[config.mk]
export PLATFORM = sky130hd
export DESIGN_NAME = pct_top
export DESIGN_NICKNAME = d
export VERILOG_FILES = /design/src/pct_pkg.sv /design/src/pct_top.sv
export SDC_FILE = /design/constraint.sdc
export NUM_CORES = 2
export LEC_CHECK = 0
export ABC_CLOCK_PERIOD_IN_PS = 22400
export BUFFER_PORTS_ARGS = -buffer_cell sky130_fd_sc_hd__buf_2
export CAP_MARGIN = 20
export CORE_UTILIZATION = 50
export DETAILED_ROUTE_END_ITERATION = 12
export GPL_ROUTABILITY_DRIVEN = 0
export HOLD_SLACK_MARGIN = 0.15
export PLACE_DENSITY = 0.75
export RECOVER_POWER = 50
export SETUP_SLACK_MARGIN = 0.1
export SLEW_MARGIN = 5
export SYNTH_ARGS = -nofsm -noshare
export SYNTH_HDL_FRONTEND = slang
export SYNTH_SLANG_ARGS = --single-unit
[constraint.sdc]
create_clock -name hclk -period 22.4 [get_ports hclk]
set_clock_uncertainty 0.2 [all_clocks]
set_input_delay 3.36 -clock hclk [delete_from_list [all_inputs] [get_ports hclk]]
set_output_delay 3.36 -clock hclk [all_outputs]
set_load 0.03 [all_outputs]
[src/pct_pkg.sv]
package pct_pkg;
   localparam int PCT_NUM_TARGETS = 42;
   localparam int PCT_IDX_W = 6;
   localparam int PCT_POS_W = 32;
   localparam int PCT_CNT_W = 16;
   // Register byte offsets.
   localparam logic [11:0] PCT_OFF_CTRL = 12'h000;
   localparam logic [11:0] PCT_OFF_WIDTH = 12'h004;
   localparam logic [11:0] PCT_OFF_DELAY = 12'h008;
   localparam logic [11:0] PCT_OFF_START = 12'h00C;
   localparam logic [11:0] PCT_OFF_END = 12'h010;
   localparam logic [11:0] PCT_OFF_ORIGIN = 12'h014;
   localparam logic [11:0] PCT_OFF_CYCLES = 12'h018;
   localparam logic [11:0] PCT_OFF_POS = 12'h01C;
   localparam logic [11:0] PCT_OFF_STATUS = 12'h020;
   localparam logic [11:0] PCT_OFF_TVAL = 12'h100;
   localparam logic [11:0] PCT_OFF_TATTR = 12'h200;
   // Control register fields.
   localparam int PCT_CTRL_EN = 0;
   localparam int PCT_CTRL_MODE = 1;
   localparam int PCT_CTRL_FLIP = 3;
   localparam int PCT_CTRL_SRC = 4;
   localparam int PCT_CTRL_ROUTE = 5;
   localparam int PCT_CTRL_DOPOL = 8;
   localparam int PCT_CTRL_ENCPOL = 14;
   localparam int PCT_CTRL_ORIGIN = 15;
   localparam logic [15:0] PCT_CTRL_RST = 16'h0000;
   localparam logic [PCT_CNT_W-1:0] PCT_WIDTH_RST = 16'h000A;
   localparam logic [PCT_CNT_W-1:0] PCT_DELAY_RST = 16'h0000;
   localparam logic [PCT_IDX_W-1:0] PCT_START_RST = 6'h01;
   localparam logic [PCT_IDX_W-1:0] PCT_END_RST = 6'h2A;

   typedef enum logic [1:0] {
      PCT_SINGLE, PCT_CYCLE, PCT_NCYCLE
   } pct_mode_t;

   typedef enum logic {PCT_IDLE, PCT_RUN} pct_run_t;

   typedef struct packed {
      logic signed [PCT_POS_W-1:0] motor_pos;
      logic signed [PCT_POS_W-1:0] ext_pos;
   } pct_pos_in_t;

   typedef struct packed {
      logic [5:0] dout;
      logic [2:0] enc_out;
   } pct_out_t;

   typedef struct packed {
      logic [31:0] haddr;
      logic [1:0] htrans;
      logic hwrite;
      logic [2:0] hsize;
      logic hsel;
      logic hready;
      logic [31:0] hwdata;
   } pct_ahb_in_t;
endpackage

[src/pct_top.sv]
// The address map and the AHB-Lite interface to the registers are this design's own decisions.
`timescale 1ns/1ps
// Function
// - enable loads pointer from start index
// - disable stops and clears all status
// - single mode stops after first match
// - single mode counter keeps accumulating
// - cycle mode reloads pointer with start
// - cycle mode clears counter each match
// - N-cycle counts cycles then switches off
// - match emits pulse of programmed width
// - 42 targets with direction attributes
// - start index picks first target
// - end index picks last target
// - origin trigger loads offset into counter
// - positive attribute fires only increasing
// - detection suspended while pulse active
// - stopping on target gives one pulse
// - pulse or flip output mode
// - route to six outputs or encoder outputs
// - delay compensation before output
// - source motor or external encoder
module pct_top
   import pct_pkg::*;
(
   // Clock and reset.
   input wire logic hclk,
   input wire logic hresetn,
   // Register bus.
   input wire pct_pkg::pct_ahb_in_t ahb_in,
   output logic [31:0] hrdata,
   output logic hreadyout,
   output logic hresp,
   // Position sources.
   input wire pct_pkg::pct_pos_in_t pos_in,
   // Compare outputs.
   output pct_pkg::pct_out_t compare_output_function
);
   import pct_pkg::*;

   typedef struct packed {
      logic [15:0] ctrl;
      logic [PCT_CNT_W-1:0] width;
      logic [PCT_CNT_W-1:0] delay;
      logic [PCT_IDX_W-1:0] start_idx;
      logic [PCT_IDX_W-1:0] end_idx;
      logic signed [PCT_POS_W-1:0] origin;
      logic [PCT_CNT_W-1:0] cycles;
      logic signed [PCT_POS_W-1:0] cnt;
      logic signed [PCT_POS_W-1:0] last_src;
      logic [PCT_IDX_W-1:0] ptr;
      logic [PCT_CNT_W-1:0] done_cycles;
      pct_run_t run;
      logic [PCT_CNT_W-1:0] dly_cnt;
      logic [PCT_CNT_W-1:0] pw_cnt;
      logic flip_lvl;
      logic dph_wr;
      logic dph_rd;
      logic [11:0] dph_addr;
      logic [31:0] rdata;
      pct_out_t out;
   } pct_state_t;

   pct_state_t st_r, st_nxt;
   logic signed [PCT_POS_W-1:0] tval_r [PCT_NUM_TARGETS];
   logic [1:0] tattr_r [PCT_NUM_TARGETS];

   function automatic logic idx_ok(input logic [PCT_IDX_W-1:0] i);
      return (i >= 6'h01) && (i <= 6'h2A);
   endfunction

   function automatic logic [PCT_IDX_W-1:0] tix(input logic [11:0] a);
      return a[7:2];
   endfunction

   logic signed [PCT_POS_W-1:0] src_pos, cur_cnt, tgt;
   logic [1:0] attr;
   logic cross_up, cross_dn, hit, busy, fire, last_tgt;
   logic [PCT_IDX_W-1:0] pi;
   pct_mode_t mode;
   logic tbl_val, tbl_attr;

   assign mode = pct_mode_t'(st_r.ctrl[PCT_CTRL_MODE +: 2]);
   assign src_pos = st_r.ctrl[PCT_CTRL_SRC] ? pos_in.ext_pos
                                            : pos_in.motor_pos;
   assign cur_cnt = st_r.cnt + (src_pos - st_r.last_src);
   assign pi = idx_ok(st_r.ptr) ? st_r.ptr - 6'h01 : 6'h00;
   assign tgt = tval_r[pi];
   assign attr = tattr_r[pi];
   // Crossing counts when the previous sample is strictly on one side and
   // the new one reaches or passes the target, so resting on it fires once.
   assign cross_up = (st_r.cnt < tgt) && (cur_cnt >= tgt);
   assign cross_dn = (st_r.cnt > tgt) && (cur_cnt <= tgt);
   assign hit = (cross_up && attr[0]) || (cross_dn && attr[1]);
   assign busy = (st_r.dly_cnt != '0) || (st_r.pw_cnt != '0);
   assign fire = (st_r.run == PCT_RUN) && hit && !busy;
   assign last_tgt = (st_r.ptr == st_r.end_idx);
   assign tbl_val = (ahb_in.haddr[11:8] == 4'h1) && idx_ok(
      ahb_in.haddr[7:2] + 6'h01);
   assign tbl_attr = (ahb_in.haddr[11:8] == 4'h2) && idx_ok(
      ahb_in.haddr[7:2] + 6'h01);

   always_comb begin
      st_nxt = st_r;
      st_nxt.last_src = src_pos;
      st_nxt.cnt = cur_cnt;
      st_nxt.dph_wr = 1'b0;
      st_nxt.dph_rd = 1'b0;
      // Delay compensation runs first, then the pulse width counter.
      if (st_r.dly_cnt != '0) begin
         st_nxt.dly_cnt = st_r.dly_cnt - 16'h0001;
         if (st_r.dly_cnt == 16'h0001) begin
            st_nxt.pw_cnt = (st_r.width == '0) ? 16'h0001 : st_r.width;
            st_nxt.flip_lvl = ~st_r.flip_lvl;
         end
      end else if (st_r.pw_cnt != '0) begin
         st_nxt.pw_cnt = st_r.pw_cnt - 16'h0001;
      end
      if (fire) begin
         if (st_r.delay == '0) begin
            st_nxt.pw_cnt = (st_r.width == '0) ? 16'h0001 : st_r.width;
            st_nxt.flip_lvl = ~st_r.flip_lvl;
         end else begin
            st_nxt.dly_cnt = st_r.delay;
         end
         if (mode == PCT_SINGLE) begin
            // The counter is left alone here so that it stays absolute.
            st_nxt.run = PCT_IDLE;
            st_nxt.ptr = '0;
         end else begin
            st_nxt.cnt = '0;
            if (last_tgt) begin
               st_nxt.ptr = st_r.start_idx;
               if (mode == PCT_NCYCLE) begin
                  st_nxt.done_cycles = st_r.done_cycles + 16'h0001;
                  if (st_r.done_cycles + 16'h0001 >= st_r.cycles) begin
                     st_nxt.run = PCT_IDLE;
                     st_nxt.ctrl[PCT_CTRL_EN] = 1'b0;
                  end
               end
            end else begin
               st_nxt.ptr = st_r.ptr + 6'h01;
            end
         end
      end
      if (st_r.ctrl[PCT_CTRL_ORIGIN]) begin
         st_nxt.cnt = st_r.origin;
         st_nxt.ctrl[PCT_CTRL_ORIGIN] = 1'b0;
      end
      // Register writes land in the data phase.
      if (st_r.dph_wr) begin
         unique case (st_r.dph_addr)
            PCT_OFF_CTRL: begin
               st_nxt.ctrl = ahb_in.hwdata[15:0];
               if (ahb_in.hwdata[PCT_CTRL_EN] && !st_r.ctrl[PCT_CTRL_EN]) begin
                  st_nxt.run = PCT_RUN;
                  st_nxt.ptr = st_r.start_idx;
                  st_nxt.done_cycles = '0;
               end
               if (!ahb_in.hwdata[PCT_CTRL_EN]) begin
                  st_nxt.run = PCT_IDLE;
                  st_nxt.ptr = '0;
                  st_nxt.done_cycles = '0;
                  st_nxt.dly_cnt = '0;
                  st_nxt.pw_cnt = '0;
                  st_nxt.flip_lvl = 1'b0;
               end
            end
            PCT_OFF_WIDTH: st_nxt.width = ahb_in.hwdata[15:0];
            PCT_OFF_DELAY: st_nxt.delay = ahb_in.hwdata[15:0];
            PCT_OFF_START: st_nxt.start_idx = ahb_in.hwdata[5:0];
            PCT_OFF_END: st_nxt.end_idx = ahb_in.hwdata[5:0];
            PCT_OFF_ORIGIN: st_nxt.origin = ahb_in.hwdata;
            PCT_OFF_CYCLES: st_nxt.cycles = ahb_in.hwdata[15:0];
            default: ;
         endcase
      end
      // Read data is captured at the address phase.
      if (ahb_in.hsel && ahb_in.hready && ahb_in.htrans[1]) begin
         st_nxt.dph_wr = ahb_in.hwrite;
         st_nxt.dph_rd = !ahb_in.hwrite;
         st_nxt.dph_addr = ahb_in.haddr[11:0];
         unique case (ahb_in.haddr[11:0])
            PCT_OFF_CTRL: st_nxt.rdata = {16'h0000, st_r.ctrl};
            PCT_OFF_WIDTH: st_nxt.rdata = {16'h0000, st_r.width};
            PCT_OFF_DELAY: st_nxt.rdata = {16'h0000, st_r.delay};
            PCT_OFF_START: st_nxt.rdata = {26'h0, st_r.start_idx};
            PCT_OFF_END: st_nxt.rdata = {26'h0, st_r.end_idx};
            PCT_OFF_ORIGIN: st_nxt.rdata = st_r.origin;
            PCT_OFF_CYCLES: st_nxt.rdata = {16'h0000, st_r.cycles};
            PCT_OFF_POS: st_nxt.rdata = st_r.cnt;
            PCT_OFF_STATUS: st_nxt.rdata = {8'h00, st_r.done_cycles,
               st_r.ptr, busy, st_r.run == PCT_RUN};
            default: begin
               st_nxt.rdata = 32'h0000_0000;
               if (tbl_val) begin
                  st_nxt.rdata = tval_r[tix(ahb_in.haddr[11:0])];
               end else if (tbl_attr) begin
                  st_nxt.rdata = {30'h0, tattr_r[tix(ahb_in.haddr[11:0])]};
               end
            end
         endcase
      end
      // Output mapping with polarity per destination.
      begin
         logic act;
         act = st_r.ctrl[PCT_CTRL_FLIP] ? st_nxt.flip_lvl
                                        : (st_nxt.pw_cnt != '0);
         for (int k = 0; k < 6; k++) begin
            st_nxt.out.dout[k] = st_r.ctrl[PCT_CTRL_DOPOL + k] ^
               (act && (st_r.ctrl[PCT_CTRL_ROUTE +: 3] == 3'(k + 1)));
         end
         st_nxt.out.enc_out = {3{st_r.ctrl[PCT_CTRL_ENCPOL] ^
            (act && (st_r.ctrl[PCT_CTRL_ROUTE +: 3] == 3'h7))}};
      end
   end

   always_ff @(posedge hclk or negedge hresetn) begin
      if (!hresetn) begin
         st_r <= '0;
         st_r.ctrl <= PCT_CTRL_RST;
         st_r.width <= PCT_WIDTH_RST;
         st_r.delay <= PCT_DELAY_RST;
         st_r.start_idx <= PCT_START_RST;
         st_r.end_idx <= PCT_END_RST;
         st_r.run <= PCT_IDLE;
      end else begin
         st_r <= st_nxt;
      end
   end

   // Target table is a plain memory, written in the data phase.
   always_ff @(posedge hclk) begin
      if (st_r.dph_wr && idx_ok(st_r.dph_addr[7:2] + 6'h01)) begin
         if (st_r.dph_addr[11:8] == 4'h1) begin
            tval_r[tix(st_r.dph_addr)] <= ahb_in.hwdata;
         end
         if (st_r.dph_addr[11:8] == 4'h2) begin
            tattr_r[tix(st_r.dph_addr)] <= ahb_in.hwdata[1:0];
         end
      end
   end

   assign hrdata = st_r.rdata;
   assign hreadyout = 1'b1;
   assign hresp = 1'b0;
   assign compare_output_function = st_r.out;

   disable_stop_a: assert property (@(posedge hclk) disable iff (!hresetn)
      st_r.dph_wr && st_r.dph_addr == PCT_OFF_CTRL
      && !ahb_in.hwdata[PCT_CTRL_EN] |=> st_r.run == PCT_IDLE)
      else $error("disable did not stop compare");
   enable_load_a: assert property (@(posedge hclk) disable iff (!hresetn)
      st_r.dph_wr && st_r.dph_addr == PCT_OFF_CTRL && !st_r.ctrl[0]
      && ahb_in.hwdata[0] |=> st_r.ptr == $past(st_r.start_idx))
      else $error("enable did not load start index");
   busy_block_a: assert property (@(posedge hclk) disable iff (!hresetn)
      busy |-> !fire)
      else $error("detection during active pulse");
   cycle_clear_a: assert property (@(posedge hclk) disable iff (!hresetn)
      fire && mode != PCT_SINGLE && !st_r.ctrl[PCT_CTRL_ORIGIN]
      |=> st_r.cnt == 32'h0000_0000)
      else $error("cycle counter not cleared");
   single_stop_a: assert property (@(posedge hclk) disable iff (!hresetn)
      fire && mode == PCT_SINGLE && !st_r.dph_wr
      |=> st_r.run == PCT_IDLE ##1 st_r.run == PCT_IDLE)
      else $error("single mode kept running");
   pulse_width_a: assert property (@(posedge hclk) disable iff (!hresetn)
      fire && st_r.delay == '0 && st_r.width != '0 && !st_r.dph_wr
      |=> st_r.pw_cnt == $past(st_r.width)
      ##1 st_r.pw_cnt == $past(st_r.width, 2) - 16'h0001)
      else $error("pulse width wrong");
   dir_gate_a: assert property (@(posedge hclk) disable iff (!hresetn)
      fire |-> (cross_up && attr[0]) || (cross_dn && attr[1]))
      else $error("fired against direction");
   origin_load_a: assert property (@(posedge hclk) disable iff (!hresetn)
      st_r.ctrl[PCT_CTRL_ORIGIN] |=> st_r.cnt == $past(st_r.origin))
      else $error("origin offset not loaded");
   fire_c: cover property (@(posedge hclk) disable iff (!hresetn) fire);
   cycle_c: cover property (@(posedge hclk) disable iff (!hresetn)
      fire && last_tgt && mode == PCT_CYCLE);
   ncyc_c: cover property (@(posedge hclk) disable iff (!hresetn)
      fire && mode == PCT_NCYCLE ##1 st_r.run == PCT_IDLE);
endmodule

==> flow_summary.toml <==
[sta]
tightestPinTransition_ps = 6530
grt_setup_unrepaired = "no"
maxSlewViolCount = 1697
finalCriticalPeriod_ps = 12260
finalSetupViolCount = 0
max_freq_mhz = 81.6
worst_hold_slack_ps = 272
report.final.hold_viol_count = 0
setup_total_negative_slack_ps = 0
timing.slew.headroom_pct = -335
finalCritPeriodShare_pct = 54.7

[clock_network]
ctsResizeCount = 0
cts_num_sinks = 1708
worst_setup_hold_path_clk_slew_ps = 60
cts-root-to-sink-buffers = 3
tritoncts.num_buffers = 175
cts.root.buffer_cell = "sky130_fd_sc_hd__clkbuf_16"
cts_tree = "built"
clock_latency_ps = 850
number_of_hold_buffers_added_after_cts = 0
postCtsSetupRepairBufs = 0
cts_max_level = 4

[critical_path]
worstSetupStartpointType = "flop"
timing.critical_path.to_type = "flop"
crit_type = "reg -> reg"
cp_data_required_time_ps = 22920
worst_ep_arrival_time_ps = 12780
critical_path_peak_fanout = 129

[die]
io_pins = 181
fp.dieArea_sq_um = 173000
initial_core_util_pct = 50.4
fp.dieH_microns = 416
design.core.area_sq_um = 170000
dieWidth_microns = 416
row_count = 151

[drt]
drt-pass1-iter-count = 8
detail_route.wl_per_cell_microns = 30.5
detailedRoute.firstIterationViolations = 11000
post-route-drc-count = 0
detailed_route_via_count = 62300
final_antenna_net_count = 0
routed_wl_microns = 268000
drt-vias-per-instance = 7.09

[global_routing]
antenna_found_initial = 12
global_route.usage.total_pct = 30.5
grt_pass1_wl_microns = 391000
first_global_vias = 60100
grt.overflow.total = 0
grt_max_degree = 192

[yosys]
post_synth_instance_area_sq_um = 85500
synthesis.area_per_instance_sq_um = 13.1
dominantRegCellSynth = "sky130_fd_sc_hd__edfxtp_1"
synthDistinctLibCells = 88
synthesis.yosys.warnings = 0
synth_fp_nets = 6809
postSynthRegisterBits = 1708
synthesis.instances = 6512
synth_edf_count = 1428
proportion_of_register_bits_with_asynchronous_set_or_reset_after_synthesis_pct = 16.4
synth-seq-area-share_pct = 58.4

[finish]
final-instance-count-excl-fill = 8787
drive_above_1_share_pct = 17.0
finish.net_count = 6717
fillerInstances = 13200
area_delta_synth_final_pct = 10.2
post-route-util_pct = 55.5

[hold_path]
holdCritPathClass = "reg -> reg"

[power]
ir_worst_vdd_uv = 93.1
post-layout-total-power_uw = 8880
power-per-cell-area_nw_per_um2 = 94.3
p_leak_uw = 0.0328

[place]
buffer_ports.inserted = 154
dp.cells = 8456
place_hpwl_microns = 150000

[status]
violated_checks = "capacitance limit, slew limit"
outcome = "finished with violations"

[run]
timing.max_cap.violations = 35
-- synth_stat cells (56+ instances only) --
| master | number | area [sq um] |
|---|---|---|
| sky130_fd_sc_hd__edfxtp_1 | 1428 | 42900 |
| sky130_fd_sc_hd__nand2_1 | 843 | 3160 |
| sky130_fd_sc_hd__mux4_2 | 413 | 9300 |
| sky130_fd_sc_hd__clkbuf_1 | 395 | 1480 |
| sky130_fd_sc_hd__nand3_1 | 379 | 1900 |
| sky130_fd_sc_hd__a221oi_1 | 360 | 3150 |
| sky130_fd_sc_hd__nor2_1 | 277 | 1040 |
| sky130_fd_sc_hd__dfrtp_1 | 274 | 6860 |
| sky130_fd_sc_hd__nor3_1 | 219 | 1100 |
| sky130_fd_sc_hd__a21oi_1 | 207 | 1040 |
| sky130_fd_sc_hd__inv_1 | 172 | 646 |
| sky130_fd_sc_hd__ha_1 | 128 | 1600 |
| sky130_fd_sc_hd__mux2i_1 | 127 | 1270 |
| sky130_fd_sc_hd__o21ai_0 | 116 | 581 |
| sky130_fd_sc_hd__buf_1 | 102 | 383 |
| sky130_fd_sc_hd__a311oi_1 | 95 | 832 |
| sky130_fd_sc_hd__mux2_2 | 93 | 1050 |
| sky130_fd_sc_hd__nor2b_1 | 83 | 519 |
| sky130_fd_sc_hd__a31oi_1 | 77 | 482 |
| sky130_fd_sc_hd__a21o_1 | 56 | 420 |
-- power breakdown --
group	internal, uW	leakage, uW	total, uW	switching [uW]
logic	819	0.0138	2250	1430
clock network	1690	0.00282	2980	1290
registers	3540	0.0161	3650	111
-- path summary, 6_finish.rpt --
kind	end	slack, ps	depth (start not counted)	from
hold / removal	hrdata[28]$_DFFE_PN0P_	270	2	hrdata[28]$_DFFE_PN0P_
min in group asynchronous	st_r[169]$_DFF_PN0_	4750	1	hresetn
hold reg to reg	hrdata[28]$_DFFE_PN0P_	270	2	hrdata[28]$_DFFE_PN0P_
setup / recovery	st_r[88]$_DFF_PN0_	10140	25	st_r[105]$_DFF_PN0_
max in group asynchronous	st_r[204]$_DFFE_PN0P_	13530	1	hresetn
setup reg to reg	st_r[88]$_DFF_PN0_	10140	25	st_r[105]$_DFF_PN0_
-- logic make-up (layout without fill, tap and decap cells) --
family / count (synthesis) / count (layout) / share of synthesized area [%]
AO/OA/AOI/OAI: 1211 / 1211 / 10.6
XOR/XNOR: 89 / 89 / 0.928
adder cells (fa/ha/maj): 159 / 159 / 2.60
buffers and inverters: 728 / 782 / 3.42
flip-flops: 1708 / 1708 / 58.4
multiplexers: 634 / 634 / 13.6
other: 2 / 5 / 0.00878
AND/OR/NAND/NOR: 1981 / 1981 / 10.5
-- cell type report --
class | instances | area (sq um) | share of cell area [%]
diodes | 3 | 7.51 | 0.00797
clock buffers | 215 | 4600 | 4.88
clock inverters | 108 | 1230 | 1.31
inverters | 173 | 657 | 0.697
multi-input cells | 4076 | 33100 | 35.1
flip-flops and latches | 1708 | 49900 | 53.0
well taps | 2218 | 2780 | 2.95
repair buffers | 286 | 1920 | 2.04
-- critical path, stage by stage (launching register included) --
cell and delay (ps):
sky130_fd_sc_hd__dfrtp_4 550, sky130_fd_sc_hd__inv_8 530, sky130_fd_sc_hd__ha_1 370, sky130_fd_sc_hd__nand2b_1 130, sky130_fd_sc_hd__or4_1 680, sky130_fd_sc_hd__nand3_4 580
sky130_fd_sc_hd__buf_4 720, sky130_fd_sc_hd__buf_4 730, sky130_fd_sc_hd__buf_12 550, sky130_fd_sc_hd__a221oi_1 180, sky130_fd_sc_hd__nor3_1 270, sky130_fd_sc_hd__a311oi_1 120
sky130_fd_sc_hd__a21o_1 220, sky130_fd_sc_hd__o21ai_0 900, sky130_fd_sc_hd__a21oi_1 500, sky130_fd_sc_hd__ha_1 430, sky130_fd_sc_hd__nand4_1 120, sky130_fd_sc_hd__or4_1 650
sky130_fd_sc_hd__nor4_1 490, sky130_fd_sc_hd__o31a_1 320, sky130_fd_sc_hd__nor4_1 90, sky130_fd_sc_hd__or4b_4 590, sky130_fd_sc_hd__a21o_1 450, sky130_fd_sc_hd__nor4_4 920
sky130_fd_sc_hd__o221ai_1 350, sky130_fd_sc_hd__a22o_1 270
-- registers in the layout, indices dropped and copies added, names as in the netlist --
signal                   count
hrdata                      32
compare_output_function      7
st_r                       239
mode                         2
tval_r                    1344
tattr_r                     84
-- placed cells by master, fill, tap and decap left out, types with 20 or more instances in the layout --
cell type                   synthesis  routed
sky130_fd_sc_hd__fa_1              31      31
sky130_fd_sc_hd__clkinv_1           0      22
sky130_fd_sc_hd__dfrtp_1          274     272
sky130_fd_sc_hd__buf_4             43     114
sky130_fd_sc_hd__nor2_4             0      43
sky130_fd_sc_hd__a31oi_1           77      77
sky130_fd_sc_hd__a22o_1            36      36
sky130_fd_sc_hd__a211oi_1          46      46
sky130_fd_sc_hd__buf_2             13     117
sky130_fd_sc_hd__nor2b_1           83      82
sky130_fd_sc_hd__a311oi_1          95      95
sky130_fd_sc_hd__nand3_1          379     375
sky130_fd_sc_hd__nor3_1           219     216
sky130_fd_sc_hd__clkbuf_1         395      69
sky130_fd_sc_hd__a222oi_1          24      24
sky130_fd_sc_hd__o21a_1            20      20
sky130_fd_sc_hd__o21ai_0          116     116
sky130_fd_sc_hd__clkbuf_16          0     176
sky130_fd_sc_hd__xnor2_1           42      42
sky130_fd_sc_hd__o211ai_1          39      39
sky130_fd_sc_hd__or3_1             36      36
sky130_fd_sc_hd__mux4_2           413     413
sky130_fd_sc_hd__a21o_1            56      56
sky130_fd_sc_hd__mux2i_1          127     127
sky130_fd_sc_hd__edfxtp_1        1428    1428
sky130_fd_sc_hd__nor2_1           277     232
sky130_fd_sc_hd__mux2_2            93      92
sky130_fd_sc_hd__a21oi_1          207     207
sky130_fd_sc_hd__clkinv_2           0      34
sky130_fd_sc_hd__and3_1            23      23
sky130_fd_sc_hd__a211o_1           35      35
sky130_fd_sc_hd__xor2_1            46      45
sky130_fd_sc_hd__nor4_1            27      26
sky130_fd_sc_hd__nand2b_1          20      20
sky130_fd_sc_hd__nand2_1          843     842
sky130_fd_sc_hd__a221oi_1         360     360
sky130_fd_sc_hd__inv_1            172     172
sky130_fd_sc_hd__ha_1             128     128
-- metrics by stage --
step	cell area, sq um	setup slack (ps)
after floorplan	85500	12090
after global placement	88300	10050
after detailed placement	88300	10010
after CTS	94200	10730
after global routing	94200	10160
final	94200	10140
-- metal layers --
metal	global-route usage (%)	routed length (microns)
met4	15.3	15300
met2	46.3	120000
met5	0.583	209
met1	39.7	93500
met3	9.25	39700
Power figures use the tool's default switching activity.
